### src/shared/vco_pkg.sv
package vco_pkg;

    // Register byte offsets on the Wishbone slave.
    localparam logic [3:0] VCO_OFS_CTRL = 4'h0;
    localparam logic [3:0] VCO_OFS_CMD = 4'h4;
    localparam logic [3:0] VCO_OFS_STAT = 4'h8;

    // Control register field positions.
    localparam int VCO_CTRL_SIZE_LO = 0;
    localparam int VCO_CTRL_STYLE_LO = 2;
    localparam int VCO_CTRL_FRAMES = 4;
    localparam int VCO_CTRL_FIELDS = 5;
    localparam int VCO_CTRL_MARKERS = 6;
    localparam int VCO_CTRL_STD_LO = 7;
    localparam int VCO_CTRL_MENU = 9;
    localparam int VCO_CTRL_KIE0 = 10;
    localparam int VCO_CTRL_KIE1 = 11;
    localparam int VCO_CTRL_WIDTH = 12;
    localparam logic [11:0] VCO_CTRL_RESET = 12'h070;

    // Command register bits.
    localparam int VCO_CMD_ON = 0;
    localparam int VCO_CMD_OFF = 1;

    // Row geometry per size code.
    localparam logic [5:0] VCO_LINES_TINY = 6'h08;
    localparam logic [5:0] VCO_LINES_MED = 6'h10;
    localparam logic [5:0] VCO_LINES_LARGE = 6'h20;
    localparam logic [5:0] VCO_ROWS_NTSC_TINY = 6'h1C;
    localparam logic [5:0] VCO_ROWS_PAL_TINY = 6'h20;
    localparam logic [5:0] VCO_ROWS_NTSC_MED = 6'h0E;
    localparam logic [5:0] VCO_ROWS_PAL_MED = 6'h10;
    localparam logic [5:0] VCO_ROWS_NTSC_LARGE = 6'h07;
    localparam logic [5:0] VCO_ROWS_PAL_LARGE = 6'h08;

    typedef enum logic [1:0] {
        VCO_SIZE_TINY, VCO_SIZE_MED, VCO_SIZE_LARGE, VCO_SIZE_RSVD
    } vco_size_t;

    typedef enum logic [1:0] {
        VCO_STY_WHITE, VCO_STY_WOB, VCO_STY_BLACK, VCO_STY_BOW
    } vco_style_t;

    typedef enum logic [1:0] {
        VCO_STD_AUTO, VCO_STD_NTSC, VCO_STD_PAL, VCO_STD_AUTO2
    } vco_std_t;

    // Display settings as one carrier, both for the staged and active copy.
    typedef struct packed {
        logic kie1;
        logic kie0;
        logic menu;
        vco_std_t std;
        logic markers;
        logic fields;
        logic frames;
        vco_style_t style;
        vco_size_t size;
    } vco_cfg_t;

endpackage : vco_pkg

### src/design/vco_overlay.sv
`timescale 1ns/1ps
module vco_overlay
    import vco_pkg::*;
(
    input wire logic CLOCK,
    input wire logic RESET,
    input wire logic CYC_I,
    input wire logic STB_I,
    input wire logic WE_I,
    input wire logic [3:0] ADR_I,
    input wire logic [3:0] SEL_I,
    input wire logic [31:0] DAT_I,
    output logic [31:0] DAT_O,
    output logic ACK_O,
    input wire logic FIELD_START,
    input wire logic LINE_START,
    input wire logic PAL_DETECTED,
    input wire logic PIXEL_VALID,
    input wire logic CHAR_PIXEL,
    input wire logic MASK_AREA,
    input wire logic GLYPH_FRAME,
    input wire logic GLYPH_FIELD,
    input wire logic GLYPH_MARKER,
    input wire logic MARKER_READER,
    input wire logic REMOTE_OVERLAY_SWITCH,
    output logic OVERLAY_ON,
    output logic KEY_ENABLE,
    output logic KEY_WHITE,
    output logic [5:0] ROW_INDEX,
    output logic [5:0] ROW_LINE,
    output logic ROW_VALID
);

    // Bus slave state: staged settings and the single-cycle answer.
    vco_cfg_t cfg_r, cfg_nxt;
    logic ack_r, ack_nxt;
    logic [31:0] dat_r, dat_nxt;
    logic cmd_on, cmd_off;
    logic [31:0] stat_word;

    // Field-synchronous state.
    vco_cfg_t act_r, act_nxt;
    logic pal_r, pal_nxt;
    logic [5:0] row_r, row_nxt;
    logic [5:0] line_r, line_nxt;
    logic valid_r, valid_nxt;

    // Overlay switch and keyer outputs.
    logic sw_prev_r, sw_prev_nxt;
    logic on_r, on_nxt;
    logic key_r, key_nxt;
    logic white_r, white_nxt;

    // Derived geometry of the active field.
    vco_size_t eff_size;
    vco_style_t eff_style;
    logic [5:0] lines_per_row;
    logic [5:0] rows_per_field;
    logic use_pal;
    logic shown;

    // Wishbone classic slave. Ack rises one cycle after the request and
    // drops the next cycle, so each access costs two clocks; unmapped
    // offsets are still acknowledged and read as zero. A write lands at
    // the edge that samples ack high, where the master also retires the
    // cycle, so a cycle abandoned before ack never changes a setting.
    always_comb begin
        logic req;
        logic commit;
        logic [31:0] wmask;
        logic [31:0] ctrl_word;
        req = CYC_I && STB_I && !ack_r;
        commit = CYC_I && STB_I && WE_I && ack_r;
        wmask = {{8{SEL_I[3]}}, {8{SEL_I[2]}}, {8{SEL_I[1]}}, {8{SEL_I[0]}}};
        ctrl_word = {20'h00000, cfg_r};
        cfg_nxt = cfg_r;
        ack_nxt = req;
        dat_nxt = 32'h00000000;
        cmd_on = 1'b0;
        cmd_off = 1'b0;
        if (commit) begin
            case (ADR_I)
                VCO_OFS_CTRL: begin
                    ctrl_word = (ctrl_word & ~wmask) | (DAT_I & wmask);
                    cfg_nxt = vco_cfg_t'(ctrl_word[VCO_CTRL_WIDTH-1:0]);
                end
                VCO_OFS_CMD: begin
                    cmd_on = SEL_I[0] && DAT_I[VCO_CMD_ON];
                    cmd_off = SEL_I[0] && DAT_I[VCO_CMD_OFF];
                end
                default: begin
                end
            endcase
        end
        if (req && !WE_I) begin
            case (ADR_I)
                VCO_OFS_CTRL: dat_nxt = ctrl_word;
                VCO_OFS_STAT: dat_nxt = stat_word;
                default: dat_nxt = 32'h00000000;
            endcase
        end
    end

    // Register the bus slave state.
    always_ff @(posedge CLOCK) begin
        if (RESET) begin
            cfg_r <= vco_cfg_t'(VCO_CTRL_RESET);
            ack_r <= 1'b0;
            dat_r <= 32'h00000000;
        end else begin
            cfg_r <= cfg_nxt;
            ack_r <= ack_nxt;
            dat_r <= dat_nxt;
        end
    end

    // Status word for software. Row position and size come from the
    // active copy, so a read describes the field on screen and never
    // the settings still waiting for the next field start.
    always_comb begin
        stat_word = {21'h000000, valid_r, row_r, act_r.size, pal_r, on_r};
    end

    // Menus force the medium size and white-on-black keying.
    always_comb begin
        eff_size = act_r.menu ? VCO_SIZE_MED : act_r.size;
        eff_style = act_r.menu ? VCO_STY_WOB : act_r.style;
    end

    // Row height and row count follow size and standard. The counts are
    // constants rather than a division, which keeps the path from the
    // active settings to the row compare short.
    always_comb begin
        case (eff_size)
            VCO_SIZE_TINY: begin
                lines_per_row = VCO_LINES_TINY;
                rows_per_field = pal_r ? VCO_ROWS_PAL_TINY
                    : VCO_ROWS_NTSC_TINY;
            end
            VCO_SIZE_MED: begin
                lines_per_row = VCO_LINES_MED;
                rows_per_field = pal_r ? VCO_ROWS_PAL_MED
                    : VCO_ROWS_NTSC_MED;
            end
            default: begin
                // The spare code behaves as the largest size.
                lines_per_row = VCO_LINES_LARGE;
                rows_per_field = pal_r ? VCO_ROWS_PAL_LARGE
                    : VCO_ROWS_NTSC_LARGE;
            end
        endcase
    end

    // Standard choice for the next field.
    always_comb begin
        case (cfg_r.std)
            VCO_STD_NTSC: use_pal = 1'b0;
            VCO_STD_PAL: use_pal = 1'b1;
            default: use_pal = PAL_DETECTED;
        endcase
    end

    // Settings and standard are copied only at a field start, so a field
    // never mixes two configurations; the row walk restarts there too.
    // After the last row the walk parks with ROW_VALID low until the next
    // field start, so lines below the text area can never be keyed.
    always_comb begin
        act_nxt = act_r;
        pal_nxt = pal_r;
        row_nxt = row_r;
        line_nxt = line_r;
        valid_nxt = valid_r;
        if (FIELD_START) begin
            act_nxt = cfg_r;
            pal_nxt = use_pal;
            row_nxt = 6'h00;
            line_nxt = 6'h00;
            valid_nxt = 1'b1;
        end else if (LINE_START && valid_r) begin
            if (line_r == lines_per_row - 6'h01) begin
                line_nxt = 6'h00;
                row_nxt = row_r + 6'h01;
                valid_nxt = (row_r + 6'h01) < rows_per_field;
            end else begin
                line_nxt = line_r + 6'h01;
            end
        end
    end

    // Register the field-synchronous state.
    always_ff @(posedge CLOCK) begin
        if (RESET) begin
            act_r <= vco_cfg_t'(VCO_CTRL_RESET);
            pal_r <= 1'b0;
            row_r <= 6'h00;
            line_r <= 6'h00;
            valid_r <= 1'b0;
        end else begin
            act_r <= act_nxt;
            pal_r <= pal_nxt;
            row_r <= row_nxt;
            line_r <= line_nxt;
            valid_r <= valid_nxt;
        end
    end

    // Remote edges win over a software command in the same cycle, since
    // the contact is the operator's most direct control. A command that
    // meets an edge is dropped, not delayed, so software must reissue it.
    always_comb begin
        sw_prev_nxt = REMOTE_OVERLAY_SWITCH;
        on_nxt = on_r;
        if (sw_prev_r && !REMOTE_OVERLAY_SWITCH) begin
            on_nxt = 1'b1;
        end else if (!sw_prev_r && REMOTE_OVERLAY_SWITCH) begin
            on_nxt = 1'b0;
        end else if (cmd_on) begin
            on_nxt = 1'b1;
        end else if (cmd_off) begin
            on_nxt = 1'b0;
        end
    end

    // Decide whether the current glyph may be drawn at all.
    always_comb begin
        logic kie;
        kie = MARKER_READER ? act_r.kie1 : act_r.kie0;
        shown = 1'b1;
        if (GLYPH_FRAME && !act_r.frames) begin
            shown = 1'b0;
        end
        if (GLYPH_FIELD && (!act_r.frames || !act_r.fields)) begin
            shown = 1'b0;
        end
        if (GLYPH_MARKER && (!act_r.markers || kie)) begin
            shown = 1'b0;
        end
    end

    // Keyer: a hidden glyph falls back to background, so the mask stays
    // solid where it would have been drawn.
    always_comb begin
        logic ink;
        logic masked;
        ink = CHAR_PIXEL && shown;
        masked = (eff_style == VCO_STY_WOB) || (eff_style == VCO_STY_BOW);
        key_nxt = 1'b0;
        white_nxt = white_r;
        if (on_r && valid_r && PIXEL_VALID) begin
            case (eff_style)
                VCO_STY_WHITE: begin
                    key_nxt = ink;
                    white_nxt = 1'b1;
                end
                VCO_STY_WOB: begin
                    key_nxt = ink || MASK_AREA;
                    white_nxt = ink;
                end
                VCO_STY_BLACK: begin
                    key_nxt = ink;
                    white_nxt = 1'b0;
                end
                VCO_STY_BOW: begin
                    key_nxt = ink || MASK_AREA;
                    white_nxt = !ink;
                end
                default: begin
                    // Not reachable with a two-bit style; it keys bare ink
                    // only, so a future code can never paint a stray mask.
                    key_nxt = ink && !masked;
                end
            endcase
        end
    end

    // Register the switch and keyer state.
    always_ff @(posedge CLOCK) begin
        if (RESET) begin
            // Matches the idle level of the contact, so leaving reset
            // with the contact open makes no false edge.
            sw_prev_r <= 1'b1;
            on_r <= 1'b0;
            key_r <= 1'b0;
            white_r <= 1'b0;
        end else begin
            sw_prev_r <= sw_prev_nxt;
            on_r <= on_nxt;
            key_r <= key_nxt;
            white_r <= white_nxt;
        end
    end

    // Every output is a flip-flop.
    assign DAT_O = dat_r;
    assign ACK_O = ack_r;
    assign OVERLAY_ON = on_r;
    assign KEY_ENABLE = key_r;
    assign KEY_WHITE = white_r;
    assign ROW_INDEX = row_r;
    assign ROW_LINE = line_r;
    assign ROW_VALID = valid_r;

endmodule : vco_overlay

### config.mk
export PLATFORM = sky130hd
export DESIGN_NAME = vco_overlay
export DESIGN_NICKNAME = d
export VERILOG_FILES = /design/src/shared/vco_pkg.sv /design/src/design/vco_overlay.sv
export SDC_FILE = /design/constraint.sdc
export NUM_CORES = 1
export LEC_CHECK = 0
export ABC_AREA = 1
export BUFFER_PORTS_ARGS = -buffer_cell sky130_fd_sc_hd__buf_4
export CORE_UTILIZATION = 39
export CTS_CLUSTER_DIAMETER = 120
export CTS_CLUSTER_SIZE = 30
export DETAILED_ROUTE_END_ITERATION = 10
export PLACE_DENSITY = 0.73
export RECOVER_POWER = 50
export SYNTH_ARGS = -nofsm -noshare
export SYNTH_HDL_FRONTEND = slang
export SYNTH_SLANG_ARGS = --single-unit
### constraint.sdc
create_clock -name CLOCK -period 1.5 [get_ports CLOCK]
set_input_delay 0.3 -clock CLOCK [delete_from_list [all_inputs] [get_ports CLOCK]]
set_output_delay 0.3 -clock CLOCK [all_outputs]
set_load 0.01 [all_outputs]
==> metrics.txt <==
area taken by flip-flops and latches=1483 sq um; Final ANT Viol Nets=0; vertical extent of the die=89.53 microns; area occupied by multi-input gates=1466 sq um; Cells after Synth=392; initial drt markers=161; effective utilization at floorplan=40.76%; crit path launch=ROW_INDEX[1]; worst slew margin relative to its limit=60.86%; final-layout setup total negative slack=-0.1040 ns; Post-layout nets=604; Pwr per Cell Area=892.2 nW/um^2; vias in the first global route=2786; wire length of the first global-routing pass=12.21 mm; Vias=2927; post-detailed-route via-to-cell ratio=4.559; cell area after synthesis=2988 sq um; largest net degree at the start of global routing=17; setup repair after global routing missed its margin=true; number of warnings reported in the yosys synthesis log=0; startpoint of the lowest-slack register-to-register path=ROW_INDEX[1]; number of buffers added by the clock tree synthesis step=9; clk_lat worst skew=0.35 ns; drc violations=0; number of register bits inferred by synthesis=73; # rows=31; type of destination of the critical path=flop; CTS root buf=sky130_fd_sc_hd__clkbuf_8; depth of the worst hold-timing path=3; number of hold violations in the final report=0; worst min-delay path startpoint=REMOTE_OVERLAY_SWITCH; number of clock sinks=73; share of the core filled with cells in the final layout=58.03%; layout cells sized above 1=24.31%; maximum clock skew at final layout=0.008305 ns; Main synth FF type=sky130_fd_sc_hd__dfxtp_1; die outline width=89.53 microns; number of primary I/O pins=105; final setup violation count=1; FF-to-FF End=ROW_VALID; kind of start point of the critical path=flop; final period utilization=106.9%; reported max-cap violation count=0; routed wire length per instance=11.79 microns; total count of max-transition violations in the final report=0; minimum setup slack in the final design=-0.1040 ns; Overall Global Routing Usage=20.43%; post-DP HPWL=5.839 mm; Tightest Hold Check Type=primary input to flop; FF-to-FF path depth=10; reported leakage power=1.934 nW; mean post-synth cell area=7.622 sq um; CTS tree=built; minimum period implied by the final worst setup slack=1.604 ns; number of H-tree levels=3; failing checks=setup timing; Die Area=8016 sq um; unique cell type count in the Yosys netlist=32; drt pass-1 iters=4; largest buffer count on any clock path=2; floorplan core area=7331 sq um; sequential fraction of the synthesis area=48.91%; antenna violations before repair=0; sink of the worst hold path=sw_prev_r; total wire length after detailed routing=7.568 mm; internal reg-to-reg setup slack=-0.10 ns; result of the run=finished, violations left; leftover overflow at the end of global routing=0; Clock Pin Slew Worst Setup and Hold Paths=0.08 ns; fillers=689; top fanout value on the critical path=3; Synth async-reset ratio=0%; number of I/O port buffers=82; Crit path arrival time=1.90 ns; Fmax=0.6234 GHz; routability cong.=0.8408; number of enable-type register cells in the synthesized netlist=0; slew at the pin closest to its max-slew limit=0.5871 ns; start-to-end type of the worst setup path=flop to flop; Synth-to-Final Area Change=42.38%; worst vdd ir=0.6176 mV; required arrival time at the worst endpoint=1.80 ns; ANT cells=0
==> per-stage QoR <==
| step | setup WS (ns) | instances | total power, mW | hold WS [ns] | area (sq um) |
|---|---|---|---|---|---|
| 2_1_floorplan | -0.03112 | 411 | 2.150 | 0.3902 | 3103 |
| 6_report | -0.1040 | 642 | 3.796 | 0.1784 | 4254 |
| 5_1_grt | -0.2945 | 642 | 3.949 | 0.2180 | 4254 |
| 3_5_place_dp | -0.1020 | 622 | 2.338 | 0.4543 | 4081 |
| 4_1_cts | -0.1056 | 640 | 3.868 | 0.1645 | 4305 |
| 3_3_place_gp | -0.08628 | 622 | 2.331 | 0.4413 | 4081 |
==> cell families after synthesis <==
| logic type | after synthesis | share of synthesized area (%) |
|---|---|---|
| AND/OR/NAND/NOR | 177 | 24.46 |
| buffers and inverters | 59 | 7.705 |
| XOR/XNOR | 7 | 2.052 |
| adder cells (fa/ha/maj) | 10 | 4.188 |
| multiplexers | 1 | 0.3769 |
| other | 1 | 0.1255 |
| AO/OA/AOI/OAI | 64 | 12.19 |
| flip-flops | 73 | 48.91 |
==> Yosys cell counts (2+ instances only) <==
cell type	n	area, sq um
sky130_fd_sc_hd__inv_1	52	195.2
sky130_fd_sc_hd__a21oi_1	24	120.1
sky130_fd_sc_hd__a31oi_1	7	43.79
sky130_fd_sc_hd__xor2_1	7	61.31
sky130_fd_sc_hd__clkbuf_1	4	15.01
sky130_fd_sc_hd__or2_2	2	12.51
sky130_fd_sc_hd__nand2_2	2	12.51
sky130_fd_sc_hd__dfxtp_1	73	1461
sky130_fd_sc_hd__o21ai_0	17	85.08
sky130_fd_sc_hd__a211o_1	2	17.52
sky130_fd_sc_hd__nor3_1	5	25.02
sky130_fd_sc_hd__nand3_1	7	35.03
sky130_fd_sc_hd__ha_1	10	125.1
sky130_fd_sc_hd__o22ai_1	6	37.54
sky130_fd_sc_hd__o21a_1	4	30.03
sky130_fd_sc_hd__nand3_2	2	20.02
sky130_fd_sc_hd__nand2_1	101	379.1
sky130_fd_sc_hd__nor2_1	53	198.9
==> registers in the layout (all words and copies together), names as in the netlist <==
signal      count
ROW_LINE        6
ROW_VALID       1
act_r          10
ACK_O           1
cfg_r          12
OVERLAY_ON      1
sw_prev_r       1
KEY_ENABLE      1
ROW_INDEX       6
KEY_WHITE       1
pal_r           1
DAT_O          32
==> metal layers <==
| metal | track usage [%] | part of all wire [%] |
|---|---|---|
| met5 | 0 | 0 |
| met4 | 8.225 | 1.6 |
| met3 | 5.263 | 5.9 |
| met2 | 33.80 | 48 |
| met1 | 25.41 | 44 |
==> critical path, stage by stage (launching register included) <==
cell and delay [ns]:
sky130_fd_sc_hd__dfxtp_4 0.38, sky130_fd_sc_hd__nand3_4 0.09, sky130_fd_sc_hd__nor3_4 0.22, sky130_fd_sc_hd__xor2_2 0.23, sky130_fd_sc_hd__ha_4 0.24, sky130_fd_sc_hd__a21oi_2 0.10, sky130_fd_sc_hd__o21a_1 0.12, sky130_fd_sc_hd__nand2_1 0.04
sky130_fd_sc_hd__nand2_1 0.05, sky130_fd_sc_hd__nand2_1 0.04, sky130_fd_sc_hd__nand2_1 0.04
==> power breakdown <==
part           switching (mW)  internal, mW  total, mW  leakage [nW]
Clock                   0.735         0.793       1.53         0.101
Combinational           0.155         0.127      0.282          1.23
Sequential             0.0166          1.97       1.98         0.602
Total                   0.907          2.89       3.80          1.93
==> layout by cell type (no fill, tap or decap), drive strengths merged, types with 2 or more instances in the layout <==
| master | n |
|---|---|
| nand2 | 103 |
| buf | 84 |
| dfxtp | 73 |
| nor2 | 55 |
| inv | 52 |
| clkbuf | 51 |
| a21oi | 24 |
| conb | 20 |
| o21ai | 17 |
| ha | 10 |
| nand3 | 9 |
| a31oi | 7 |
| xor2 | 7 |
| o22ai | 6 |
| nor3 | 6 |
| o21a | 4 |
| clkinv | 3 |
| or2 | 2 |
| a211o | 2 |
==> what timing repair did <==
| item | 4_1_cts | 5_1_grt |
|---|---|---|
| hold buffers | 0 | 0 |
| gates cloned | 0 | 0 |
| buffers inserted | 2 | 3 |
| setup endpoints to repair | 1 | 11 |
| resized for setup | 1 | 20 |
| pin swaps | 2 | 11 |
==> cell type report <==
type | instances | area share (%)
sequential | 73 | 34.85
clock buffer | 13 | 4.235
timing repair buffer | 122 | 18.35
clock inverter | 3 | 0.5000
multi-input combinational | 279 | 34.47
inverter | 53 | 4.676
tap | 99 | 2.912
==> worst max path at each step <==
stage | to | slack (ns) | cells after the start
after global placement | ROW_VALID | -0.09 | 10
final | ROW_VALID | -0.10 | 10
after detailed placement | ROW_VALID | -0.10 | 10
after floorplan | ROW_VALID | -0.03 | 10
after global routing | ROW_VALID | -0.29 | 10
after CTS | ROW_VALID | -0.11 | 10
Power figures use the tool's default switching activity.
